[config.mk]
export PLATFORM = sky130hd
export DESIGN_NAME = swb_top
export DESIGN_NICKNAME = d
export VERILOG_FILES = /design/src/rtl/swb_top.v /design/src/rtl/swb_filt.v
export VERILOG_INCLUDE_DIRS = /design/src /design/src/rtl
export SDC_FILE = /design/constraint.sdc
export NUM_CORES = 1
export LEC_CHECK = 0
export BUFFER_PORTS_ARGS = -buffer_cell sky130_fd_sc_hd__buf_2
export CAP_MARGIN = 20
export CORE_MARGIN = 5
export CORE_UTILIZATION = 55
export DETAILED_ROUTE_END_ITERATION = 16
export MAX_ROUTING_LAYER = met4
export PLACE_DENSITY = 0.75
export SYNTH_ARGS = -nofsm -noshare
export SYNTH_HDL_FRONTEND = slang
export SYNTH_HIERARCHICAL = 1
export SYNTH_SLANG_ARGS = --single-unit
[constraint.sdc]
create_clock -name clock -period 3 [get_ports clock]
set_input_delay 0.15 -clock clock [delete_from_list [all_inputs] [get_ports clock]]
set_output_delay 0.15 -clock clock [all_outputs]
set_load 0.005 [all_outputs]
[src/rtl/swb_map.vh]
// constants for the sleep-wake and brown-out reset block
// assumes a 100 MHz core clock and a 32-bit avalon-mm register slave
//
// Summary of operation
// - on sleep entry, latch all five wake inputs as reference levels
// - in sleep, an opposite stable level on a wake input gives a warm reset
// - a pin-change reset clears the pin-change wake flag to zero
// - one enable bit in the second config register gates all five wake inputs
// - port bit seven is also a wake input, tolerant of slow rising edges
// - a wake from bit seven uses the same pin-change wake flag
// - enabled brown-out with low supply holds the core in reset while low
// - brown-out comes up disabled; writing zero to its active-low enable arms it
// - software picks one of two trip levels, guarded by interlocks
`ifndef SWB_MAP_VH
`define SWB_MAP_VH

// register byte offsets
`define SWB_OFS_CFG2       5'h00
`define SWB_OFS_STATUS     5'h04
`define SWB_OFS_IRQ_STAT   5'h08
`define SWB_OFS_IRQ_MASK   5'h0C
`define SWB_OFS_UNLOCK     5'h10

// second_config_register fields
`define SWB_CFG_BOD_EN_N   0
`define SWB_CFG_TRIP_SEL   1
`define SWB_CFG_WAKE_EN    4
`define SWB_CFG_RST        8'h01

// status fields
`define SWB_ST_PIN_CHANGE_WAKE_FLAG       0
`define SWB_ST_SLEEP       1
`define SWB_ST_BO_LOW      2
`define SWB_ST_UNLOCKED    3
`define SWB_PIN_CHANGE_WAKE_FLAG_RST      1'b1

// interrupt fields
`define SWB_IRQ_WAKE       0
`define SWB_IRQ_BROWNOUT   1
`define SWB_IRQ_RST        2'h0

// key that opens the trip-level interlock for one write
`define SWB_UNLOCK_KEY     8'hA5

// timing
`define SWB_CLK_PERIOD_NS  10
`define SWB_WARM_RST_NS    1000
`define SWB_WARM_RST_CYC   ((`SWB_WARM_RST_NS + `SWB_CLK_PERIOD_NS - 1) / `SWB_CLK_PERIOD_NS)
`define SWB_FILT_NS        200
`define SWB_FILT_CYC       ((`SWB_FILT_NS + `SWB_CLK_PERIOD_NS - 1) / `SWB_CLK_PERIOD_NS)

`endif

[src/rtl/swb_top.v]
// sleep wake-up on pin change and brown-out reset control
// assumes the core pulses sleep_req on the sleep instruction, pins and the
// supply comparator are asynchronous, and nrst is the power-on reset
//
// Added by the designer: the Avalon-MM slave port and the address map.
`timescale 1ns/10ps
`default_nettype none
`include "swb_map.vh"

module swb_top #(
	parameter WARM_RST_CYC = `SWB_WARM_RST_CYC,
	parameter FILT_CYC     = `SWB_FILT_CYC
) (
	input  wire        clock,
	input  wire        nrst,
	input  wire [7:0]  high_voltage_port,
	input  wire        external_reset_pin_n,
	input  wire        supply_low,
	input  wire        sleep_req,
	output wire        core_reset_n,
	output wire        sleeping,
	output wire        brownout_monitor_en,
	output wire        brownout_trip_sel,
	output wire        irq,
	input  wire [4:0]  avs_address,
	input  wire        avs_read,
	input  wire        avs_write,
	input  wire [31:0] avs_writedata,
	input  wire [3:0]  avs_byteenable,
	output wire [31:0] avs_readdata,
	output wire        avs_waitrequest
);

localparam NPIN = 7;
localparam NWK  = 5;

////////////////////////////////////////////////////////////////////////////////
// pin conditioning: wake bits 0..3 and 7, external reset, supply comparator

wire [NPIN-1:0] pin_raw;
wire [NPIN-1:0] pin_flt;
wire [NWK-1:0]  wake_lvl;
wire            ext_rst_flt_n;
wire            supply_low_flt;

assign pin_raw = {supply_low, external_reset_pin_n, high_voltage_port[7],
	high_voltage_port[3:0]};

genvar gi;
generate
	for (gi = 0; gi < NPIN; gi = gi + 1) begin : g_pin
		swb_filt #(
			.FILT_CYC (FILT_CYC),
			.CW       (16),
			.RST_VAL  (1'b0)
		) u_filt (
			.clock     (clock),
			.nrst      (nrst),
			.pin_in    (pin_raw[gi]),
			.level_out (pin_flt[gi])
		);
	end
endgenerate

// the filter gives glitch insensitivity and lets bit 7 rise slowly
assign wake_lvl       = pin_flt[4:0];
assign ext_rst_flt_n  = pin_flt[5];
assign supply_low_flt = pin_flt[6];

////////////////////////////////////////////////////////////////////////////////
// register state

reg  [7:0]      cfg_ff;
reg  [7:0]      nxt_cfg;
reg             pin_change_wake_flag_ff;
reg             nxt_pin_change_wake_flag;
reg             unlock_ff;
reg             nxt_unlock;
reg  [1:0]      irq_stat_ff;
reg  [1:0]      nxt_irq_stat;
reg  [1:0]      irq_mask_ff;
reg  [1:0]      nxt_irq_mask;
reg             sleep_ff;
reg             nxt_sleep;
reg  [NWK-1:0]  ref_ff;
reg  [NWK-1:0]  nxt_ref;
reg  [15:0]     warm_cnt_ff;
reg  [15:0]     nxt_warm_cnt;
reg             bo_hold_d_ff;
reg             core_rst_n_ff;
reg             ack_ff;
reg  [31:0]     rdata_ff;
reg  [31:0]     nxt_rdata;

wire            bod_en;
wire            wake_en;
wire            wake_armed;
wire            wake_hit;
wire            bo_hold;
wire            bo_event;
wire            any_core_rst;
wire            bus_req;
wire            wr_take;
wire            rd_take;
wire            be0;

assign bod_en  = ~cfg_ff[`SWB_CFG_BOD_EN_N];
assign wake_en = cfg_ff[`SWB_CFG_WAKE_EN];

////////////////////////////////////////////////////////////////////////////////
// avalon slave: one wait cycle, then the answer; read data stand with ack

assign bus_req         = avs_read | avs_write;
assign avs_waitrequest = bus_req & ~ack_ff;
assign wr_take         = avs_write & ack_ff;
assign rd_take         = avs_read & ack_ff;
assign be0             = avs_byteenable[0];
assign avs_readdata    = rdata_ff;

always @* begin
	nxt_rdata = 32'h00000000;
	case (avs_address)
		`SWB_OFS_CFG2: begin
			nxt_rdata[7:0] = cfg_ff;
		end
		`SWB_OFS_STATUS: begin
			nxt_rdata[`SWB_ST_PIN_CHANGE_WAKE_FLAG]    = pin_change_wake_flag_ff;
			nxt_rdata[`SWB_ST_SLEEP]    = sleep_ff;
			nxt_rdata[`SWB_ST_BO_LOW]   = supply_low_flt;
			nxt_rdata[`SWB_ST_UNLOCKED] = unlock_ff;
		end
		`SWB_OFS_IRQ_STAT: begin
			nxt_rdata[1:0] = irq_stat_ff;
		end
		`SWB_OFS_IRQ_MASK: begin
			nxt_rdata[1:0] = irq_mask_ff;
		end
		default: begin
			nxt_rdata = 32'h00000000;
		end
	endcase
end

////////////////////////////////////////////////////////////////////////////////
// sleep, wake and reset sequencing

assign wake_armed   = sleep_ff & wake_en;
assign wake_hit     = wake_armed & (|(wake_lvl ^ ref_ff));
assign bo_hold      = bod_en & supply_low_flt;
assign bo_event     = bo_hold & ~bo_hold_d_ff;
assign any_core_rst = ~ext_rst_flt_n | bo_hold | (warm_cnt_ff != 16'h0000);

always @* begin
	nxt_sleep    = sleep_ff;
	nxt_ref      = ref_ff;
	nxt_warm_cnt = warm_cnt_ff;
	nxt_pin_change_wake_flag    = pin_change_wake_flag_ff;
	if (warm_cnt_ff != 16'h0000) begin
		nxt_warm_cnt = warm_cnt_ff - 16'h0001;
	end
	if (wake_hit) begin
		// warm reset: core held for a fixed time, config is kept
		nxt_warm_cnt = WARM_RST_CYC[15:0];
		nxt_sleep    = 1'b0;
		nxt_pin_change_wake_flag    = 1'b0;
	end else if (any_core_rst) begin
		nxt_sleep = 1'b0;
	end else if (sleep_req & ~sleep_ff) begin
		nxt_sleep = 1'b1;
		nxt_ref   = wake_lvl;
	end
	// software sets the flag back by writing one; a wake in the same
	// cycle still wins
	if (wr_take && be0 && avs_address == `SWB_OFS_STATUS && !wake_hit &&
		avs_writedata[`SWB_ST_PIN_CHANGE_WAKE_FLAG]) begin
		nxt_pin_change_wake_flag = 1'b1;
	end
end

////////////////////////////////////////////////////////////////////////////////
// config, interlock, interrupts

always @* begin
	nxt_cfg      = cfg_ff;
	nxt_unlock   = unlock_ff;
	nxt_irq_mask = irq_mask_ff;
	nxt_irq_stat = irq_stat_ff;
	if (wr_take && be0) begin
		case (avs_address)
			`SWB_OFS_CFG2: begin
				nxt_cfg[`SWB_CFG_BOD_EN_N] = avs_writedata[`SWB_CFG_BOD_EN_N];
				nxt_cfg[`SWB_CFG_WAKE_EN]  = avs_writedata[`SWB_CFG_WAKE_EN];
				// trip level moves only when unlocked and the detector is
				// off, so a change can never fire a false brown-out
				if (unlock_ff && cfg_ff[`SWB_CFG_BOD_EN_N] &&
					avs_writedata[`SWB_CFG_BOD_EN_N]) begin
					nxt_cfg[`SWB_CFG_TRIP_SEL] = avs_writedata[`SWB_CFG_TRIP_SEL];
				end
				nxt_unlock = 1'b0;
			end
			`SWB_OFS_UNLOCK: begin
				nxt_unlock = (avs_writedata[7:0] == `SWB_UNLOCK_KEY);
			end
			`SWB_OFS_IRQ_MASK: begin
				nxt_irq_mask = avs_writedata[1:0];
			end
			default: begin
				nxt_unlock = unlock_ff;
			end
		endcase
	end
	if (rd_take && avs_address == `SWB_OFS_IRQ_STAT) begin
		nxt_irq_stat = 2'b00;
	end
	// events set after the read clear so a coincident event is kept
	if (wake_hit) begin
		nxt_irq_stat[`SWB_IRQ_WAKE] = 1'b1;
	end
	if (bo_event) begin
		nxt_irq_stat[`SWB_IRQ_BROWNOUT] = 1'b1;
	end
end

always @(posedge clock or negedge nrst) begin
	if (!nrst) begin
		cfg_ff        <= `SWB_CFG_RST;
		pin_change_wake_flag_ff      <= `SWB_PIN_CHANGE_WAKE_FLAG_RST;
		unlock_ff     <= 1'b0;
		irq_stat_ff   <= `SWB_IRQ_RST;
		irq_mask_ff   <= `SWB_IRQ_RST;
		sleep_ff      <= 1'b0;
		ref_ff        <= {NWK{1'b0}};
		warm_cnt_ff   <= 16'h0000;
		bo_hold_d_ff  <= 1'b0;
		core_rst_n_ff <= 1'b0;
		ack_ff        <= 1'b0;
		rdata_ff      <= 32'h00000000;
	end else begin
		cfg_ff        <= nxt_cfg;
		pin_change_wake_flag_ff      <= nxt_pin_change_wake_flag;
		unlock_ff     <= nxt_unlock;
		irq_stat_ff   <= nxt_irq_stat;
		irq_mask_ff   <= nxt_irq_mask;
		sleep_ff      <= nxt_sleep;
		ref_ff        <= nxt_ref;
		warm_cnt_ff   <= nxt_warm_cnt;
		bo_hold_d_ff  <= bo_hold;
		core_rst_n_ff <= ~any_core_rst;
		ack_ff        <= bus_req & ~ack_ff;
		if (bus_req & ~ack_ff) begin
			rdata_ff <= nxt_rdata;
		end
	end
end

assign core_reset_n        = core_rst_n_ff;
assign sleeping            = sleep_ff;
assign brownout_monitor_en = bod_en;
assign brownout_trip_sel   = cfg_ff[`SWB_CFG_TRIP_SEL];
assign irq                 = |(irq_stat_ff & irq_mask_ff);

endmodule
`default_nettype wire

[src/rtl/swb_filt.v]
// two-flop synchroniser followed by a stability filter for one pin
// assumes the pin is asynchronous to clock; output changes only after a
// level has held for FILT_CYC cycles
`timescale 1ns/10ps
`default_nettype none

module swb_filt #(
	parameter       FILT_CYC = 20,
	parameter       CW       = 8,
	parameter [0:0] RST_VAL  = 1'b0
) (
	input  wire       clock,
	input  wire       nrst,
	input  wire       pin_in,
	output wire       level_out
);

reg          sync1_ff;
reg          sync2_ff;
reg          level_ff;
reg [CW-1:0] cnt_ff;

////////////////////////////////////////////////////////////////////////////////
// a slow edge may chatter near threshold; the counter restarts on every
// bounce so only a settled level passes
always @(posedge clock or negedge nrst) begin
	if (!nrst) begin
		sync1_ff <= RST_VAL;
		sync2_ff <= RST_VAL;
		level_ff <= RST_VAL;
		cnt_ff   <= {CW{1'b0}};
	end else begin
		sync1_ff <= pin_in;
		sync2_ff <= sync1_ff;
		if (sync2_ff == level_ff) begin
			cnt_ff <= {CW{1'b0}};
		end else if (cnt_ff == FILT_CYC[CW-1:0] - 1'b1) begin
			level_ff <= sync2_ff;
			cnt_ff   <= {CW{1'b0}};
		end else begin
			cnt_ff <= cnt_ff + 1'b1;
		end
	end
end

assign level_out = level_ff;

endmodule
`default_nettype wire

; ---- After elaboration in Yosys (flattened, before gate mapping)
; Cells that the tools add are included.
[totals]
output_inout_bits = 38
input_bits = 56
reg_bits = 175
[classes]
n_mux = 28
n_eq_ne = 19
add_sub_neg = 8
reduce_logical = 30
n_bitwise = 27
[op_table]
columns = op, n
row1 = two-way mux 16 bit, 16
row2 = adder 16 x 1 -> 16 bit (second input constant), 7
row3 = == test 16 x 5 -> 1 bit (second input constant), 7
row4 = AND reduction 2 bit, 10
row5 = nonzero test 16 bit, 1
row6 = subtractor 16 x 1 -> 16 bit (second input constant), 1
row7 = inverter 1 bit, 14
row8 = == test 5 x 4 -> 1 bit (second input constant), 2
row9 = nonzero test 2 bit, 5
row10 = bitwise AND 1 bit, 8
row11 = == test 8 bit (second input constant), 1
row12 = two-way mux 1 bit, 8
row13 = case mux 2 bit (4 select lines), 1
row14 = == test 1 bit, 7
row15 = logical AND 1 bit, 7
row16 = AND reduction 3 bit, 2
row17 = == test 5 x 3 -> 1 bit (second input constant), 1
row18 = == test 5 bit (second input constant), 1
row19 = logical NOT 5 bit, 1
row20 = OR reduction 5 bit, 1
row21 = bitwise XOR 5 bit, 1
row22 = two-way mux 2 bit, 2
row23 = bitwise OR 1 bit, 3
row24 = nonzero test 3 bit, 1
row25 = 4 further kinds, 4

; ---- Longest topological paths before layout
[logic_depth]
word_depth = 7
mapped_depth = 7
depth_no_buf = 7

; ---- By module
; The synthesis kept the hierarchy.
[modules_own_cells]
columns = module, cells_per_inst, n_inst, area_each_um2
row1 = swb_filt, 86, 7, 927.1
row2 = swb_top, 220, 1, 2143.3

; ---- Worst setup path after synthesis
; OpenSTA, ideal clock, no wires.
[synth_path]
path_type = reg2reg
startpoint = register warm_cnt_ff[0]
endpoint = register ref_ff[0]
period_less_slack_ns = 2.243
t_arrival_ns = 2.119
path_buffers = 0
setup_ns = 0.125
required_ns = 2.875
setup_slack_ns = 0.757
path_stages_with_launch = 7
cell_sequence = dfrtp_1 > inv_1 > ha_1 > or4b_1 > or3_4 > nor4_4 > mux2_2
[synth_between]
elab_chain_cells = 4
[synth_rtl]
columns = element, line_no
row1 = start: declaration, swb_top.v:87  ; reg [15:0] warm_cnt_ff;
row2 = start signal: assignment, swb_top.v:246  ; warm_cnt_ff <= nxt_warm_cnt;
row3 = nonzero test 16 bit, swb_top.v:151  ; assign any_core_rst = ~ext_rst_flt_n | bo_hold | (warm_cnt_ff != 16'h0000);
row4 = bitwise OR 1 bit, swb_top.v:151
row5 = inverter 1 bit (no line), -
row6 = AND reduction 3 bit (no line), -
row7 = end signal: assignment, swb_top.v:232  ; ref_ff <= {NWK{1'b0}};
row8 = end signal: assignment, swb_top.v:245  ; ref_ff <= nxt_ref;
row9 = end: declaration, swb_top.v:85  ; reg [NWK-1:0] ref_ff;
; Every way passes these cells.
; A chain may end at the register's enable or synchronous reset.

; ---- Worst setup path in the final report
[layout_path]
startpoint = register warm_cnt_ff[0]
endpoint = register ref_ff[3]
; Same word-level chain as after synthesis.

==> key figures <==
Run status
  – Status: finished clean

Worst setup path
  – CP Max Fanout: 5
  – CP Data Required Time: 3.31 ns
  – CP Capture Type: register
  – Cell Chain, Critical Path: inv_1 -> ha_1 -> or4b_1 -> or3_4 -> nor4_4 -> mux2_2
  – WS Path Type: reg2reg
  – Critical path's top delay family: simple AND/OR/NAND/NOR gates
  – Buf+Inv Stages, Crit Path: 1
  – Crit start category: register
  – CP arrival: 2.72 ns
  – CP peak stage delay: 0.48 ns
  – Critical Path Source: warm_cnt_ff[0]
  – Reg2reg start: warm_cnt_ff[0]
  – Crit-path slowest cell: or4b_1

Final layout
  – Nets: 946
  – Most frequent cells in the layout: dfrtp_1 (170), nor2_1 (131), xnor2_1 (96)
  – Fin util: 62.8%
  – N_diodes: 0
  – Syn-to-layout area delta: 11.4%
  – Share of cells above drive strength 1: 18.7%
  – Most common cell after layout, fill and taps aside: dfrtp_1

Detailed routing
  – DRC viols: 0
  – 1st-iter DRT viols: 376
  – Via density: 5.41
  – Post-DR wirelength/cell: 14.6 um
  – First-pass DRT Iterations: 5
  – DR vias: 5981
  – Post-DRT Antenna Nets: 0
  – Routed WL: 16100 um

Floorplanning
  – Starting density of the core: 56.4%
  – Die Y: 135 um
  – DIE WIDTH: 135 um
  – Core area: 15300 sq um
  – DIE AREA: 18300 sq um
  – Top-Level Pins: 94
  – Num rows: 45

Logic synthesis
  – Async SR Flop Fraction: 100%
  – Post-synthesis instance area: 8630 sq um
  – Sequential area share after synthesis: 49.9%
  – Post-Synthesis Cells: 822
  – Unique cell type count in the Yosys netlist: 45
  – Mean Syn Cell Area: 10.5 sq um
  – Top FF cell, synth: dfrtp_1
  – Post-synth EDFFs: 0
  – Yosys synthesis warning count: 6
  – Synth Register Bits: 172

Global route
  – First-pass GRT wire length: 28400 um
  – Total gr overflow: 0
  – Vias in the first global route: 5893
  – Largest net degree at the start of global routing: 87
  – Initial antenna violation count: 0
  – Tot GR Track Use: 19.5%

Clocking
  – Total CTS buffers: 17
  – Clk root buf: clkbuf_16
  – Hold buffers post-CTS: 10
  – TritonCTS clock tree: done
  – Post_cts resized: 0
  – Bufs on Longest Clock Path: 2
  – CTS clock-pin slew for the worst setup and hold paths: 0.06 ns
  – Clock sink total: 172
  – Setup bufs post-CTS: 0
  – Clk_lat worst skew: 0.42 ns
  – H-tree Lvls: 4

Power
  – P per Cell Area: 494 nW/um^2
  – Leakage power: 4.11 nW
  – IR drop worst, VDD: 0.477 mV

Timing
  – Relative slew slack: 48.5%
  – Maximum clock rate: 0.414 GHz
  – Fin. Hold Viols: 0
  – Worst Skew: 0.00676 ns
  – Min cycle time layout: 2.42 ns
  – Final setup violation count: 0
  – Max Slew Vio Count: 0
  – Fin crit share: 80.5%
  – Setup TNS: 0 ns
  – Tightest Pin Transition: 0.766 ns
  – RSZ-0062 raised after global routing: false

Worst hold path
  – Hold crit path type: in2reg
  – Hold Path Origin: avs_address[4]

Job
  – Number of max-cap violations: 0

Placement
  – Port buffer count: 36
  – RD Place Congestion: 0.835
  – Detailed Place HPWL: 10900 um
-- worst register-to-register path: cells and delay by family (launching register included) --
kind	cells	cell delay, ns
flops	1	0.41
simple gates	3	1.20
mux	1	0.38
fa+ha+maj	1	0.23
buf+inv	1	0.09
-- area by class of cell --
class                   instances  area, sq um
clock inverters                 7         90.1
multi-input cells             603         4000
flip-flops and latches        172         4310
clock buffers                  25          485
well taps                     211          264
fillers                      1244         5700
repair buffers                 51          337
inverters                      37          139
-- kinds of logic (layout without fill, tap and decap cells) --
logic type,after synthesis,after routing,synth area share (%)
and+or+nand+nor,406,406,27.4
DFF,172,172,49.9
xor gates and xnor gates,115,115,11.7
buffers and inverters,73,120,4.96
AOI/OAI and AO/OA,25,25,1.83
muxes,22,22,3.09
adders and majority gates,8,8,1.16
other,1,27,0.0434
-- routing by layer --
metal	global-route usage, %	wire length [um]	vias to the layer above
met3	4.12	629	9
li1	-	-	2908
met5	-	0	-
met4	5.10	129	0
met1	26.6	7720	2948
met2	30.2	7630	116
-- final timing paths --
path	end	slack, ns	cells past startpoint
max	ref_ff[3]	0.58	6
min	unlock_ff	0.03	3
max reg2reg	ref_ff[3]	0.58	6
min reg2reg	g_pin[5].u_filt/sync2_ff	0.35	0
max in group asynchronous	g_pin[4].u_filt/cnt_ff[7]	1.79	3
min in group asynchronous	warm_cnt_ff[14]	0.35	2
-- cell usage after synthesis, types with 2 or more instances --
cell type	count	area, sq um
a211oi_1	2	15.0
a21o_1	2	15.0
a21oi_1	6	30.0
a31oi_1	3	18.8
and3_1	11	68.8
and4_1	2	17.5
buf_4	27	203
buf_6	7	78.8
clkbuf_1	2	7.51
dfrtp_1	170	4250
dfstp_2	2	52.6
ha_1	8	100
inv_1	37	139
mux2_2	17	191
mux2i_1	3	30.0
mux4_2	2	45.0
nand2_1	45	169
nand2_2	8	50.1
nand3_1	28	140
nand3_2	8	80.1
nand3b_1	2	15.0
nand4_1	29	181
nand4_2	14	175
nor2_1	131	492
nor2_2	14	87.6
nor3_1	54	270
nor4_1	15	93.8
nor4_2	29	363
nor4bb_1	8	80.1
o21ai_0	7	35.0
or3_1	2	12.5
xnor2_1	96	841
xor2_1	19	166
-- through the flow --
step / cell area, sq um / hold WS [ns] / instances / worst slack (ns) / power (W)
2_1_floorplan: 8730 / -0.146 / 848 / 0.757 / 0.00257
3_3_place_gp: 8940 / 0.257 / 1064 / 0.625 / 0.00263
3_5_place_dp: 8940 / 0.259 / 1064 / 0.588 / 0.00264
4_1_cts: 9620 / 0.00774 / 1106 / 0.572 / 0.00480
5_1_grt: 9620 / 0.0109 / 1106 / 0.432 / 0.00496
6_report: 9620 / 0.0261 / 1106 / 0.584 / 0.00475
-- flip-flops by register name, summed over array words and instances, names as in the netlist, 2 cells and up --
register and count:
g_pin.u_filt/sync1_ff 7, ref_ff 5, g_pin.u_filt/level_out 7, avs_readdata 5, warm_cnt_ff 16, g_pin.u_filt/cnt_ff 112
irq_stat_ff 2, irq_mask_ff 2, g_pin.u_filt/sync2_ff 7, cfg_ff 3
-- power breakdown --
group | leakage [nW] | internal, W | switching, W
registers | 2.34 | 0.00236 | 0.0000443
clock network | 0.277 | 0.00129 | 0.000859
logic | 1.49 | 0.0000694 | 0.000128
total | 4.11 | 0.00372 | 0.00103
Note: power is estimated with default switching activity, not from simulation.
